File: config.mk
export PLATFORM = sky130hd
export DESIGN_NAME = adcs_sequencer
export DESIGN_NICKNAME = d
export VERILOG_FILES = /design/src/rtl/adcs_pkg.sv /design/src/rtl/adcs_sequencer.sv /design/src/rtl/adcs_conv_timer.sv
export SDC_FILE = /design/constraint.sdc
export NUM_CORES = 1
export LEC_CHECK = 0
export BUFFER_PORTS_ARGS = -buffer_cell sky130_fd_sc_hd__buf_2
export CORE_ASPECT_RATIO = 1.5
export CORE_UTILIZATION = 30
export CTS_CLUSTER_SIZE = 30
export DETAILED_ROUTE_END_ITERATION = 10
export SLEW_MARGIN = 20
export SYNTH_ARGS = -nofsm -noshare
export SYNTH_HDL_FRONTEND = slang
export SYNTH_SLANG_ARGS = --single-unit
File: constraint.sdc
create_clock -name core_clk -period 14.2 [get_ports core_clk]
set_input_delay 1.42 -clock core_clk [delete_from_list [all_inputs] [get_ports core_clk]]
set_output_delay 1.42 -clock core_clk [all_outputs]
set_load 0.02 [all_outputs]
File: src/rtl/adcs_pkg.sv
// constants and types shared by the conversion sequencer files
// assumes a single 10 MHz core clock and a register port fed by the serial engine
package adcs_pkg;

    ////////////////////////////////////////////////////////////////////////////
    // slot layout
    localparam int          NUM_SLOTS       = 8;
    localparam int          CFG_EN_BIT      = 7;
    localparam int          CFG_RES_MSB     = 6;
    localparam int          CFG_RES_LSB     = 4;
    localparam int          CFG_REF_BIT     = 3;
    localparam int          CFG_SEL_MSB     = 2;
    localparam int          CFG_SEL_LSB     = 0;
    localparam int          RES_BASE_BITS   = 8;
    localparam int          MAG_BITS        = 15;
    localparam int          RESULT_SIGN_BIT = 15;

    // input-select codes
    localparam logic [2:0]  SRC_CURRENT     = 3'h0;
    localparam logic [2:0]  SRC_DIE_TEMP    = 3'h1;
    localparam logic [2:0]  SRC_THERM       = 3'h2;
    localparam logic [2:0]  SRC_PACK        = 3'h3;
    localparam logic [2:0]  SRC_RSVD        = 3'h4;
    localparam logic [2:0]  SRC_SPARE       = 3'h5;
    localparam logic [2:0]  SRC_ZERO        = 3'h6;

    // slot numbers
    localparam logic [2:0]  SLOT_CURRENT    = 3'h0;
    localparam logic [2:0]  SLOT_DIE_TEMP   = 3'h1;
    localparam logic [2:0]  SLOT_THERM      = 3'h2;
    localparam logic [2:0]  SLOT_PACK       = 3'h3;
    localparam logic [2:0]  SLOT_RSVD       = 3'h4;
    localparam logic [2:0]  SLOT_SPARE      = 3'h5;
    localparam logic [2:0]  SLOT_ZERO       = 3'h6;
    localparam logic [2:0]  SLOT_EXTRA      = 3'h7;

    ////////////////////////////////////////////////////////////////////////////
    // register port offsets: configs at base plus slot, results likewise
    localparam logic [3:0]  REG_CFG_BASE    = 4'h0;
    localparam logic [3:0]  REG_RES_BASE    = 4'h8;
    localparam logic [7:0]  CFG_RESET       = 8'h00;
    localparam logic [15:0] RESULT_RESET    = 16'h0000;

    ////////////////////////////////////////////////////////////////////////////
    // timing
    localparam int          CLK_PERIOD_NS   = 100;
    localparam int          OSC_NOMINAL_HZ  = 131072;
    localparam int          CONV_UNIT_NS    = 30520;
    localparam int          CONV_UNIT_CYC   = (CONV_UNIT_NS + CLK_PERIOD_NS - 1) / CLK_PERIOD_NS;
    localparam int          HALF_SEC_MS     = 500;
    localparam int          HALF_SEC_CYC    = HALF_SEC_MS * (1000000 / CLK_PERIOD_NS);

    typedef enum logic [1:0] {
        ADCS_IDLE,
        ADCS_PICK,
        ADCS_CONV
    } adcs_state_t;

endpackage

File: src/rtl/adcs_sequencer.sv
// conversion sequencer: walks eight slots, drives the front end, stores results
// assumes register port and front end run on core_clk; serial engine decodes the bus
`timescale 1ns/100ps
`default_nettype none

module adcs_sequencer #(
    parameter int UNIT_CYCLES     = adcs_pkg::CONV_UNIT_CYC,
    parameter int HALF_SEC_CYCLES = adcs_pkg::HALF_SEC_CYC
) (
    input  wire logic        core_clk,
    input  wire logic        rst_n,
    input  wire logic        conv_enable,
    input  wire logic        accum_enable,
    input  wire logic [3:0]  reg_addr,
    input  wire logic        reg_wr,
    input  wire logic        reg_rd,
    input  wire logic [7:0]  reg_wdata,
    output logic      [15:0] reg_rdata,
    input  wire logic        adc_sign,
    input  wire logic [14:0] adc_magnitude,
    output logic             conv_active,
    output logic      [2:0]  active_slot,
    output logic      [2:0]  adc_mux_sel,
    output logic             adc_ref_single,
    output logic      [2:0]  adc_res_code,
    output logic             adc_input_short,
    output logic             thermistor_src_en,
    output logic      [31:0] charge_total,
    output logic      [31:0] discharge_total,
    output logic      [31:0] charge_timer,
    output logic      [31:0] discharge_timer
);

    ////////////////////////////////////////////////////////////////////////////
    // helpers

    // magnitude bits kept for a resolution code, left-aligned
    function automatic logic [14:0] mag_mask(input logic [2:0] code);
        mag_mask = 15'h7FFF << (4'h7 - {1'b0, code});
    endfunction

    function automatic logic [15:0] fmt_result(input logic        sign,
                                               input logic [14:0] raw,
                                               input logic [2:0]  code);
        logic [14:0] shifted;
        shifted    = raw << (4'h7 - {1'b0, code});
        fmt_result = {sign, shifted & mag_mask(code)};
    endfunction

    if (HALF_SEC_CYCLES < 2 || UNIT_CYCLES < 1)
    begin : g_check
        $error("timing parameters out of range");
    end

    ////////////////////////////////////////////////////////////////////////////
    // registers

    logic [7:0]          slot_cfg    [adcs_pkg::NUM_SLOTS];
    logic [15:0]         result_mem  [adcs_pkg::NUM_SLOTS];
    logic [7:0]          cur_cfg;
    adcs_pkg::adcs_state_t state;
    logic                slot_en;
    logic                conv_start;
    logic                timer_done;
    logic                timer_busy;
    logic                result_we;
    logic [15:0]         next_result;
    logic [31:0]         tick_count;
    logic                half_tick;
    logic [7:0]          pick_cfg;
    logic [2:0]          pick_sel;

    assign slot_en     = slot_cfg[active_slot][adcs_pkg::CFG_EN_BIT];
    assign conv_start  = (state == adcs_pkg::ADCS_PICK) && conv_enable && slot_en;
    assign result_we   = (state == adcs_pkg::ADCS_CONV) && conv_enable && timer_done;
    assign next_result = fmt_result(adc_sign, adc_magnitude,
                                    cur_cfg[adcs_pkg::CFG_RES_MSB:adcs_pkg::CFG_RES_LSB]);
    assign pick_cfg    = slot_cfg[active_slot];
    assign pick_sel    = pick_cfg[adcs_pkg::CFG_SEL_MSB:adcs_pkg::CFG_SEL_LSB];

    // config bytes written over the serial engine; reserved slot stays zero
    for (genvar i = 0; i < adcs_pkg::NUM_SLOTS; i++)
    begin : g_cfg
        always_ff @(posedge core_clk)
        begin
            if (!rst_n)
            begin
                slot_cfg[i] <= adcs_pkg::CFG_RESET;
            end
            else if (reg_wr && reg_addr == adcs_pkg::REG_CFG_BASE + 4'(i)
                     && 3'(i) != adcs_pkg::SLOT_RSVD)
            begin
                slot_cfg[i] <= reg_wdata;
            end
        end

        always_ff @(posedge core_clk)
        begin
            if (!rst_n)
            begin
                result_mem[i] <= adcs_pkg::RESULT_RESET;
            end
            else if (result_we && active_slot == 3'(i))
            begin
                result_mem[i] <= next_result;
            end
        end
    end

    // read data, one cycle after the read strobe
    always_ff @(posedge core_clk)
    begin
        if (!rst_n)
        begin
            reg_rdata <= 16'h0000;
        end
        else if (reg_rd)
        begin
            if (reg_addr >= adcs_pkg::REG_RES_BASE)
            begin
                reg_rdata <= result_mem[reg_addr[2:0]];
            end
            else
            begin
                reg_rdata <= {8'h00, slot_cfg[reg_addr[2:0]]};
            end
        end
    end

    ////////////////////////////////////////////////////////////////////////////
    // slot walk

    always_ff @(posedge core_clk)
    begin
        if (!rst_n)
        begin
            state       <= adcs_pkg::ADCS_IDLE;
            active_slot <= adcs_pkg::SLOT_CURRENT;
            cur_cfg     <= adcs_pkg::CFG_RESET;
        end
        else
        begin
            case (state)
                adcs_pkg::ADCS_IDLE:
                begin
                    active_slot <= adcs_pkg::SLOT_CURRENT;
                    if (conv_enable)
                    begin
                        state <= adcs_pkg::ADCS_PICK;
                    end
                end
                adcs_pkg::ADCS_PICK:
                begin
                    if (!conv_enable)
                    begin
                        state <= adcs_pkg::ADCS_IDLE;
                    end
                    else if (slot_en)
                    begin
                        cur_cfg <= slot_cfg[active_slot];
                        state   <= adcs_pkg::ADCS_CONV;
                    end
                    else
                    begin
                        active_slot <= active_slot + 3'h1;
                    end
                end
                adcs_pkg::ADCS_CONV:
                begin
                    if (!conv_enable)
                    begin
                        state <= adcs_pkg::ADCS_IDLE;
                    end
                    else if (timer_done)
                    begin
                        active_slot <= active_slot + 3'h1;
                        state       <= adcs_pkg::ADCS_PICK;
                    end
                end
                default:
                begin
                    state <= adcs_pkg::ADCS_IDLE;
                end
            endcase
        end
    end

    adcs_conv_timer #(
        .UNIT_CYCLES (UNIT_CYCLES)
    ) u_timer (
        .core_clk (core_clk),
        .rst_n    (rst_n),
        .start    (conv_start),
        .abort    (!conv_enable),
        .res_code (slot_cfg[active_slot][adcs_pkg::CFG_RES_MSB:adcs_pkg::CFG_RES_LSB]),
        .busy     (timer_busy),
        .done     (timer_done)
    );

    ////////////////////////////////////////////////////////////////////////////
    // front-end controls, held for the whole conversion

    always_ff @(posedge core_clk)
    begin
        if (!rst_n)
        begin
            conv_active       <= 1'b0;
            adc_mux_sel       <= adcs_pkg::SRC_CURRENT;
            adc_ref_single    <= 1'b0;
            adc_res_code      <= 3'h0;
            adc_input_short   <= 1'b0;
            thermistor_src_en <= 1'b0;
        end
        else if (conv_start)
        begin
            conv_active       <= 1'b1;
            adc_mux_sel       <= pick_sel;
            adc_ref_single    <= pick_cfg[adcs_pkg::CFG_REF_BIT];
            adc_res_code      <= pick_cfg[adcs_pkg::CFG_RES_MSB:adcs_pkg::CFG_RES_LSB];
            adc_input_short   <= pick_sel == adcs_pkg::SRC_ZERO;
            thermistor_src_en <= pick_sel == adcs_pkg::SRC_THERM;
        end
        else if (result_we || !conv_enable)
        begin
            conv_active       <= 1'b0;
            adc_input_short   <= 1'b0;
            thermistor_src_en <= 1'b0;
        end
    end

    ////////////////////////////////////////////////////////////////////////////
    // half-second totals fed from slot 0

    assign half_tick = (tick_count == 32'(HALF_SEC_CYCLES - 1));

    always_ff @(posedge core_clk)
    begin
        if (!rst_n || half_tick)
        begin
            tick_count <= 32'h00000000;
        end
        else
        begin
            tick_count <= tick_count + 32'h00000001;
        end
    end

    always_ff @(posedge core_clk)
    begin
        if (!rst_n)
        begin
            charge_total    <= 32'h00000000;
            discharge_total <= 32'h00000000;
            charge_timer    <= 32'h00000000;
            discharge_timer <= 32'h00000000;
        end
        else if (half_tick && accum_enable)
        begin
            if (!result_mem[adcs_pkg::SLOT_CURRENT][adcs_pkg::RESULT_SIGN_BIT])
            begin
                charge_total <= charge_total
                                + {17'h00000, result_mem[adcs_pkg::SLOT_CURRENT][14:0]};
                charge_timer <= charge_timer + 32'h00000001;
            end
            else
            begin
                discharge_total <= discharge_total
                                   + {17'h00000, result_mem[adcs_pkg::SLOT_CURRENT][14:0]};
                discharge_timer <= discharge_timer + 32'h00000001;
            end
        end
    end

    ////////////////////////////////////////////////////////////////////////////
    // checks

    therm_src_window_a: assert property (@(posedge core_clk) disable iff (!rst_n)
        thermistor_src_en |-> conv_active && adc_mux_sel == adcs_pkg::SRC_THERM)
        else $error("thermistor source on outside its conversion");
    zero_short_a: assert property (@(posedge core_clk) disable iff (!rst_n)
        conv_active |-> adc_input_short == (adc_mux_sel == adcs_pkg::SRC_ZERO))
        else $error("input short does not match zero source");
    skip_disabled_a: assert property (@(posedge core_clk) disable iff (!rst_n)
        (state == adcs_pkg::ADCS_PICK && conv_enable && !slot_en)
        |=> state == adcs_pkg::ADCS_PICK && active_slot == $past(active_slot) + 3'h1)
        else $error("disabled slot not skipped");
    start_enabled_a: assert property (@(posedge core_clk) disable iff (!rst_n)
        conv_start |=> state == adcs_pkg::ADCS_CONV && conv_active && timer_busy)
        else $error("enabled slot not converted");
    slot_order_a: assert property (@(posedge core_clk) disable iff (!rst_n)
        result_we |=> active_slot == $past(active_slot) + 3'h1
                      && state == adcs_pkg::ADCS_PICK)
        else $error("slot order broken");
    result_store_a: assert property (@(posedge core_clk) disable iff (!rst_n)
        result_we |=> result_mem[$past(active_slot)] == $past(next_result))
        else $error("result not stored in own slot");
    result_hold_a: assert property (@(posedge core_clk) disable iff (!rst_n)
        !(result_we && active_slot == adcs_pkg::SLOT_CURRENT) |=> $stable(result_mem[0]))
        else $error("result changed without conversion");
    low_bits_zero_a: assert property (@(posedge core_clk) disable iff (!rst_n)
        result_we |-> (next_result[14:0] & ~mag_mask(adc_res_code)) == 15'h0000)
        else $error("unused magnitude bits not zero");
    ref_held_a: assert property (@(posedge core_clk) disable iff (!rst_n)
        conv_active |-> adc_ref_single == cur_cfg[adcs_pkg::CFG_REF_BIT])
        else $error("reference mode not held");
    charge_add_a: assert property (@(posedge core_clk) disable iff (!rst_n)
        (half_tick && accum_enable && !result_mem[0][15])
        |=> charge_total == $past(charge_total) + {17'h00000, $past(result_mem[0][14:0])})
        else $error("charge total not updated");

endmodule

`default_nettype wire

File: src/rtl/adcs_conv_timer.sv
// conversion timer: counts unit * 2^(N+1) cycles, N = resolution code + 8
// assumes start is a one-cycle pulse and abort may arrive at any time
`timescale 1ns/100ps
`default_nettype none

module adcs_conv_timer #(
    parameter int UNIT_CYCLES = adcs_pkg::CONV_UNIT_CYC
) (
    input  wire logic       core_clk,
    input  wire logic       rst_n,
    input  wire logic       start,
    input  wire logic       abort,
    input  wire logic [2:0] res_code,
    output logic            busy,
    output logic            done
);

    logic [31:0] count;
    logic [31:0] target;
    logic [2:0]  code_held;

    if (UNIT_CYCLES < 1 || UNIT_CYCLES > 32767)
    begin : g_check
        $error("conversion unit out of range");
    end

    always_ff @(posedge core_clk)
    begin
        if (!rst_n)
        begin
            busy   <= 1'b0;
            count  <= 32'h00000000;
            target <= 32'h00000000;
            code_held <= 3'h0;
        end
        else if (abort)
        begin
            busy  <= 1'b0;
            count <= 32'h00000000;
        end
        else if (start)
        begin
            busy   <= 1'b1;
            count  <= 32'h00000000;
            target <= 32'(UNIT_CYCLES) << (5'(res_code) + 5'(adcs_pkg::RES_BASE_BITS + 1));
            code_held <= res_code;
        end
        else if (done)
        begin
            busy  <= 1'b0;
            count <= 32'h00000000;
        end
        else if (busy)
        begin
            count <= count + 32'h00000001;
        end
    end

    assign done = busy && !abort && (count == target - 32'h00000001);

    conv_len_a: assert property (@(posedge core_clk) disable iff (!rst_n)
        done |-> count == (32'(UNIT_CYCLES)
                           << (5'(code_held) + 5'(adcs_pkg::RES_BASE_BITS + 1))) - 32'h00000001)
        else $error("conversion length wrong");

    start_busy_a: assert property (@(posedge core_clk) disable iff (!rst_n)
        (start && !abort) |=> busy && count == 32'h00000000)
        else $error("timer did not start");

endmodule

`default_nettype wire

### Word level (Yosys, flattened, before mapping)

Memories as Yosys holds them, arrays and structs flattened. A register that Yosys moved wholly into a read port is not among the register bits.
Index checks and enable logic that the tools add are counted.

| storage, ports and cells | value |
|---|---|
| bits in latches | 0 |
| memory bits (read-only) | 0 |
| output and inout port bits | 157 |
| register bits after elaboration | 263 |
| input bits | 34 |
| memories | 2 |
| memory bits (writable) | 192 |

| cells by class | value |
|---|---|
| equal/unequal tests | 26 |
| magnitude comparators | 1 |
| bitwise operators | 19 |
| shifts and indexed selects | 3 |
| reduce and logical (&&, ||, !) cells | 40 |
| $add $sub $neg | 10 |
| divide/modulo/power cells | 0 |
| mux-type cells | 81 |
| $mul | 0 |

Memory list:

| memory | words | bits a word | read ports | clocked after memory_dff | wr ports | line | RTL |
|---|---|---|---|---|---|---|---|
| result_mem | 8 | 16 | 2 | 0 | 8 | adcs_sequencer.sv:59 | `logic [15:0] result_mem [adcs_pkg::NUM_SLOTS];` |
| slot_cfg | 8 | 8 | 2 | 1 | 8 | adcs_sequencer.sv:58 | `logic [7:0] slot_cfg [adcs_pkg::NUM_SLOTS];` |

Operators by type and width:

| operator | number |
|---|---|
| $mux W16 | 9 |
| $add A32 B1 Y32 const B | 4 |
| $add A32 B15 Y32 | 2 |
| $mux W8 | 7 |
| $mux W1 | 52 |
| $eq A32 B23 Y1 const B | 1 |
| $eq A32 B32 Y1 | 1 |
| $shl A9 B5 Y32 const A | 1 |
| $sub A32 B1 Y32 const B | 1 |
| $logic_and A1 B1 Y1 | 22 |
| $mux W3 | 6 |
| $and A15 B15 Y15 | 1 |
| $eq A3 B3 Y1 const B | 5 |
| $or A1 B1 Y1 | 15 |
| $shl A15 B4 Y15 | 1 |
| $shl A15 B4 Y15 const A | 1 |
| $eq A4 B3 Y1 const B | 3 |
| $mux W2 | 5 |
| $ne A2 B2 Y1 const B | 5 |
| $eq A3 B2 Y1 const B | 3 |
| $pmux W3 S3 | 1 |
| $eq A4 B2 Y1 const B | 2 |
| $reduce_and A2 Y1 | 4 |
| $ne A3 B3 Y1 const B | 2 |
| 20 further kinds | 26 |

### Logic depth before layout (Yosys ltp)

Gate-level depths: netlist of run 1.

| depth | value |
|---|---|
| depth in word-level cells | 9 |
| depth in mapped cells | 14 |

### Cells and area by module

Synthesis of run 1 repeated with hierarchy kept, for this count alone.

| unflattened totals | value |
|---|---|
| cells, all modules | 2255 |
| area, all modules | 22895.7 um^2 |

Modules (own cells, without submodules):

| module | cells each | seq. area each (um^2) | times used | area each (um^2) |
|---|---|---|---|---|
| adcs_sequencer | 1736 | 9469.1 | 1 | 18413.9 |
| adcs_conv_timer | 519 | 1281.2 | 1 | 4481.8 |

### Worst setup path after synthesis of run 1

No wires, ideal clock.

| timing | value |
|---|---|
| path kind | reg2reg |
| start | reg u_timer.target[13] |
| end | mem result_mem[4][0], enable pin |
| cell stages (with the launch flop) | 12 |
| slack | 9152 ps |
| setup time | 414 ps |
| data arrival time | 4634 ps |
| cell sequence | dfxtp_1 -> buf_2 -> or3_1 -> or4_4 -> nor3_2 -> a41oi_1 -> or4b_1 -> or4_1 -> buf_2 -> or2_2 -> clkbuf_1 -> o31ai_1 |

RTL lines:

| item | line | RTL |
|---|---|---|
| start: declaration | adcs_conv_timer.sv:19 | `logic [31:0] target;` |
| start signal: assignment | adcs_conv_timer.sv:45 | `target <= 32'(UNIT_CYCLES) << (5'(res_code) + 5'(adcs_pkg::RES_BASE_BITS + 1));` |
| end: declaration | adcs_sequencer.sv:59 |  |

==> metrics.txt, run 1 <==
crit path capture type flop; worst hold-check path type flop to flop; Fmax roughly 0.22 GHz; RSZ-0062 raised after global routing false; Root Driver clkbuf_16; setup slack after layout roughly 9.6 ns; DR vias between 15000 and 20000; CTS clock-pin slew for the worst setup and hold paths 0.06 ns; mapped cell area ~22000 um2; number of diodes 0; CTS resizes 0; DRT Wirelength just under 60000 um; met2 Use GR 0.280; row count ~120; largest net degree at the start of global routing slightly below 70; Worst-Margin Slew ~1.0 ns; Setup Buffers After CTS 0; vias in the first global route around 17000; Avg Cell Area, Syn 9.92 um2; Worst Reg-to-Reg Cells 9; Synth cell types 76; Boundary Pins 191; antenna violations before repair 1; crit path max fanout 16; Final Cycle Share 0.324; Iter 0 DRT Violations ~870; Max Buffers Root-to-Sink 3; H-Tree Depth 2; Core Box Area between 70000 and 80000 um2; crit path DAT ~5 ns; clock sink count about 450; Chip Height roughly 340 um; global-route wire length before repair 92400 um; Max-slew headroom 0.283; worst hold stages 2; yosys warns 0; Clock Skew around 0.035 ns; DP HPWL about 44000 um; GRT Util Overall 0.154; CTS Buf Count 46; max cap viols 0; DR WL/cell 17.1 um; TritonCTS clock tree built; Main synth FF type dfxtp_1; Worst VDD drop 0.0774 mV; Max Slew Vio Count 0; Post-synth ARST share 0; overflow left after global routing 0; leakage power ~0.0095 uW; Starting Density 0.303; final period demand of the worst path between 4 and 5 ns; Fin. Hold Viols 0; port bufs 190; post-synthesis sequential area ratio 0.480; nets between 2000 and 2500; area grow syn2layout 15.6%; die width approximately 220 um; post-synthesis cell count between 2000 and 2500; final setup violating endpoints 0; DP Worst Slack between 9 and 10 ns; CP startpoint kind flop; hold_buf cts 0; Seq cells post-synth 445; status completed; post-route setup TNS 0 ns; M1 GR Usage 0.182; post-route ant nets 0; syn nets roughly 2300; layout cells sized above 1 0.162; GR peak layer met2; critical setup path kind flop to flop; Worst EP required roughly 15 ns; RePlAce Congestion 0.840; Post-synth EDFFs ~180; M3 GR Usage 0.0213; DRC 0; DIE AREA 75700 um2; TritonRoute pass-1 iters 5; Avg Vias per Cell 4.98; Worst-Skew Late Latency 0.60 ns; Power Dens Cells 117 nW/um2
## state kept, by name, indices dropped and copies added (netlist names), named ones only
name / cells
result_mem: 128
slot_cfg: 56
charge_timer: 32
charge_total: 32
discharge_timer: 32
discharge_total: 32
tick_count: 32
u_timer.count: 32
u_timer.target: 31
reg_rdata: 16
active_slot: 3
adc_mux_sel: 3
adc_res_code: 3
cur_cfg: 3
state: 2
adc_input_short: 1
adc_ref_single: 1
conv_active: 1
thermistor_src_en: 1
u_timer.busy: 1
## kinds of logic (layout without fill, tap and decap cells)
kind of cell / after synthesis / count (layout) / synth area share
AO/OA/AOI/OAI: 324 / 324 / 0.0924
XOR/XNOR: 174 / 174 / 0.0681
adder cells (fa/ha/maj): 53 / 53 / 0.0303
buffers and inverters: 175 / 359 / 0.0299
flip-flops: 445 / 445 / 0.480
multiplexers: 127 / 127 / 0.0904
AND/OR/NAND/NOR: 957 / 957 / 0.208
## metrics by stage
stage / utilization / instances / hold WS (ns) / power, uW / instance area, um2
global placement: 0.330 / 3348 / 0.443 / 1840 / 24400
CTS: 0.351 / 3431 / 0.466 / 3070 / 25900
global route: 0.351 / 3431 / 0.491 / 3160 / 25900
detailed placement: 0.330 / 3348 / 0.449 / 1840 / 24400
floorplan: - / 2255 / 0.426 / 1720 / 22400
finish: 0.351 / 3431 / 0.462 / 3040 / 25900
## final timing paths
check / start / endpoint / slack, ns
hold / removal: adc_ref_single$_SDFFE_PN0P_ / adc_ref_single$_SDFFE_PN0P_ / 0.46
setup reg to reg: u_timer.target[2]$_SDFFE_PN0P_ / result_mem[0][8]$_SDFFCE_PN0P_ / 9.59
setup / recovery: u_timer.target[2]$_SDFFE_PN0P_ / result_mem[0][8]$_SDFFCE_PN0P_ / 9.59
hold reg to reg: adc_ref_single$_SDFFE_PN0P_ / adc_ref_single$_SDFFE_PN0P_ / 0.46
## area by class of cell
type / count / area [um2]
Inverter: 55 / 211
Clock buffer: 65 / 1280
Sequential cell: 445 / 10800
Fill cell: 7416 / 47900
Multi-Input combinational cell: 1635 / 11000
Timing Repair Buffer: 221 / 1180
Tap cell: 992 / 1240
Clock inverter: 18 / 218
## power breakdown
| part | leakage [uW] | switching [uW] | internal, uW |
|---|---|---|---|
| Clock | 0.000741 | 521 | 705 |
| Sequential | 0.00386 | 38.6 | 1370 |
| Combinational | 0.00488 | 245 | 155 |
| Total | 0.00948 | 804 | 2230 |
## worst max-delay path, cell delays in order, from the launching register on
cell and delay (ns):
dfxtp_1 0.34, or4_1 0.55, or4_1 0.54, nor3_2 0.35, a41oi_1 0.16, or4b_1 0.54, or4_1 0.72, nor3_4 0.39
nand3_1 0.54, nor2_1 0.26
## placed cells by master (no fill, tap or decap), types with 38 or more instances in the layout
master | Yosys | final
or3_1 | 41 | 41
xnor2_1 | 83 | 83
nand2_1 | 148 | 148
and2_1 | 72 | 72
inv_1 | 54 | 54
nand4_1 | 38 | 38
buf_2 | 3 | 190
ha_1 | 51 | 51
clkbuf_16 | 0 | 46
nor2_1 | 384 | 383
edfxtp_1 | 184 | 184
nand3_1 | 78 | 78
dfxtp_1 | 261 | 261
o21ai_0 | 62 | 57
mux2i_1 | 49 | 49
nor3_1 | 45 | 45
a21oi_1 | 109 | 109
xor2_1 | 91 | 91
mux4_2 | 58 | 58
## cell usage after synthesis (5+ instances only)
cell        n  share of area
and4_1      9         0.0035
a211oi_1    5         0.0017
nand4_1    38          0.011
nand2_1   148          0.025
buf_1      12         0.0020
a21oi_1   109          0.024
or2_2       9         0.0025
nor4_1     21         0.0059
o21a_1     13         0.0044
mux2_2     20          0.010
edfxtp_1  184           0.25
o31ai_1    17         0.0057
xor2_1     91          0.036
mux2i_1    49          0.022
nand2b_1   15         0.0042
a21o_1      8         0.0027
o211ai_1   11         0.0037
clkbuf_1  104          0.017
nor2_1    384          0.064
or4_1      23         0.0077
dfxtp_1   261           0.23
inv_1      54         0.0091
xnor2_1    83          0.032
a311oi_1    6         0.0023
a22oi_1    24         0.0081
nand3_1    78          0.017
and2_1     72          0.020
a22o_1      8         0.0031
nor2b_1    11         0.0031
mux4_2     58          0.058
ha_1       51          0.029
or3_1      41          0.011
a31oi_1    10         0.0028
nor4b_1     5         0.0020
nand3b_1    7         0.0023
o21ai_0    62          0.014
and3_1     31         0.0087
nor3_1     45          0.010
a41oi_1     5         0.0020
## per-layer routing
metal	up-vias	part of all wire	routed length (um)
met3	99	0.037	2170
li1	8375	-	-
met1	8251	0.42	24600
met4	2	0.032	1880
met5	-	0.00019	11
met2	363	0.51	30000
No activity file was read; power rests on OpenSTA's default activity.
==> inputs of run 2 (changes only) <==
- clock period: 14.2 -> 4 ns (I/O delays scaled with it)
==> metrics.txt, run 2 (synthesis gave the netlist of run 1 again) <==
status completed; Post-Place Cells 3423 (+2.2%); area grow syn2layout 19.7%; TritonCTS clock tree built; Tot Pwr 11100 uW (+270%); nets 2570 (+3.2%); met3 WL post-DR 2490 um (+15%); DRC 0 (unchanged); final setup violating endpoints 0 (unchanged); Largest register FFs 128 (unchanged); Core Box Area 73700 um2 (unchanged); commonest non-fill, non-tap cells in the layout nor2_1 (378), dfxtp_1 (260), buf_2 (190); most frequent CP cell or4_4; RePlAce Congestion 0.863 (+2.7%); Max Slew Vio Count 0 (unchanged); Root Driver clkbuf_16; port bufs 190 (unchanged); Avg Vias per Cell 4.97 (-0.26%); vias in the first global route 17000 (+2.0%); Layout Utilization 0.363 (+0.0124); crit path DAT 4.46 ns (-0.56 ns); crit path capture type flop; Worst-Margin Slew 1.05 ns (+0.00868 ns); post-route ant nets 0 (unchanged); Crit path max-delay family simple AND/OR/NAND/NOR gates; Boundary Pins 191 (unchanged); post-route setup TNS 0 ns (unchanged); DP HPWL 45500 um (+4.3%); M1 WL 25500 um (+3.5%); die width 225 um (unchanged); Reg with most FFs result_mem; Chip Height 336 um (unchanged); DRT Wirelength 61500 um (+4.7%); row count 122 (unchanged); biggest regs result_mem (128), slot_cfg (56); reg2reg start u_timer.target[1]$_SDFFE_PN0P_; Hold Path Sink slot_cfg[1][2]$_SDFFCE_PN0P_; commonest non-fill, non-tap cell in the layout nor2_1; DIE AREA 75700 um2 (unchanged); overflow left after global routing 0 (unchanged); Fin. Hold Viols 0 (unchanged); GRT Util Overall 0.159 (+0.00582); clock sink count 445 (unchanged); met2 routed wirelength 31600 um (+5.3%); final period demand of the worst path 3.92 ns (-0.689 ns); Worst Reg-to-Reg Cells 10 (+1); capture point of the worst reg-to-reg path active_slot[2]$_SDFFE_PN0P_; R2R setup slack 0.08 ns (-9.51 ns); worst hold stages 2 (unchanged); CP Cell Sequence or4_4, or4_4, nor3_4, a31oi_1, or4b_4, or4_4, buf_4, a221o_1, or3b_4, a21oi_1; DR vias 17400 (+2.1%); Slowest cell on crit path or4_4; Worst VDD drop 0.299 mV (+290%); largest net degree at the start of global routing 87 (+26%); Max Buffers Root-to-Sink 3 (unchanged); RSZ-0062 raised after global routing true; number of diodes 0 (unchanged); layout cells sized above 1 0.198 (+0.0361); Max-slew headroom 0.297 (+0.0142); CTS Buf Count 46 (unchanged); leakage power 0.00995 uW (+4.9%); critical path's largest stage delay 0.59 ns (-0.13 ns); H-Tree Depth 2 (unchanged); max cap viols 0 (unchanged); Worst Hold Launch reg_wdata[2]; Power Dens Cells 414 nW/um2 (+250%); critical setup path kind flop to flop; max layer used met4; crit path max fanout 5 (-11); DR WL/cell 17.5 um (+2.2%); Placed Area 25100 um2 (+3.1%); worst hold-check path type primary input to flop; TritonRoute pass-1 iters 5 (unchanged); non-filler cells in the finished layout 3512 (+2.4%); CTS clock-pin slew for the worst setup and hold paths 0.06 ns (about the same); Clock Skew 0.0272 ns (-0.00806 ns); crit path buf inv count 1 (+1); CP startpoint kind flop; Fmax 0.255 GHz (+18%); Worst EP required 4.54 ns (-10.07 ns); global-route wire length before repair 95400 um (+3.2%); Iter 0 DRT Violations 981 (+12%); Starting Density 0.303 (unchanged); antenna violations before repair 0 (-1); Worst-Skew Late Latency 0.61 ns (about the same); post-route cell area 26800 um2 (+3.5%); Final Cycle Share 0.979 (+0.655)
[run 2: cell count changes in the layout (fill, tap and decap cells not counted), moves of 3 or more]
cell / change
buf_12: +8
buf_4: +63
buf_6: +8
clkinv_2: -4
nor2_1: -5
nor2_2: +5
o21ai_1: -5
o21ai_4: +3
o31ai_2: -3
o31ai_4: +3
or4_1: -3
or4_4: +3
[run 2: what timing repair did]
action,CTS,global route
setup buffers,0,2
gates resized for setup,2,28
cloned,0,2
endpoints found under the setup margin,185,226
hold buffers,0,0
pin swaps,0,3
[run 2: how the worst max path moves through the flow]
stage / slack (ns) / endpoint / cells after the start / from
after global routing: -0.03 / flop / 10 / u_timer.target[1]$_SDFFE_PN0P_
final: 0.08 / active_slot[2]$_SDFFE_PN0P_ / 10 / u_timer.target[1]$_SDFFE_PN0P_
after floorplan: -0.09 / result_mem[4][0]$_SDFFCE_PN0P_ / 11 / u_timer.target[13]$_SDFFE_PN0P_
after global placement: -0.07 / result_mem[0][14]$_SDFFCE_PN0P_ / 10 / u_timer.target[1]$_SDFFE_PN0P_
after detailed placement: -0.06 / result_mem[0][12]$_SDFFCE_PN0P_ / 10 / u_timer.target[1]$_SDFFE_PN0P_
after CTS: 0.05 / result_mem[1][11]$_SDFFCE_PN0P_ / 9 / u_timer.target[1]$_SDFFE_PN0P_
[run 2: layout make-up]
type | instances | area [um2]
multi-input combinational | 1635 | 11100
timing repair buffer | 300 | 1910
clock inverter | 21 | 263
sequential | 445 | 10800
clock buffer | 64 | 1270
fill | 7457 | 47000
inverter | 55 | 211
tap | 992 | 1240
[run 2: metrics by stage]
stage	setup WS (ns)	hold slack [ns]
finish	0.0833	0.148
global route	-0.0272	0.146
CTS	0.0480	0.118
detailed placement	-0.0592	0.456
global placement	-0.0655	0.446
floorplan	-0.0935	0.426
[run 2: layer usage]
metal,track usage,vias to the layer above
li1,-,8531
met1,0.189,8427
met4,0.0567,0
met3,0.0234,93
met5,0,-
met2,0.290,397
[run 2: where the power goes]
group | internal (uW) | switching (uW) | leakage (uW) | total (uW)
Clock | 2510 | 1960 | 0.000737 | 4460
Sequential | 4870 | 123 | 0.00386 | 4990
Combinational | 680 | 954 | 0.00535 | 1630
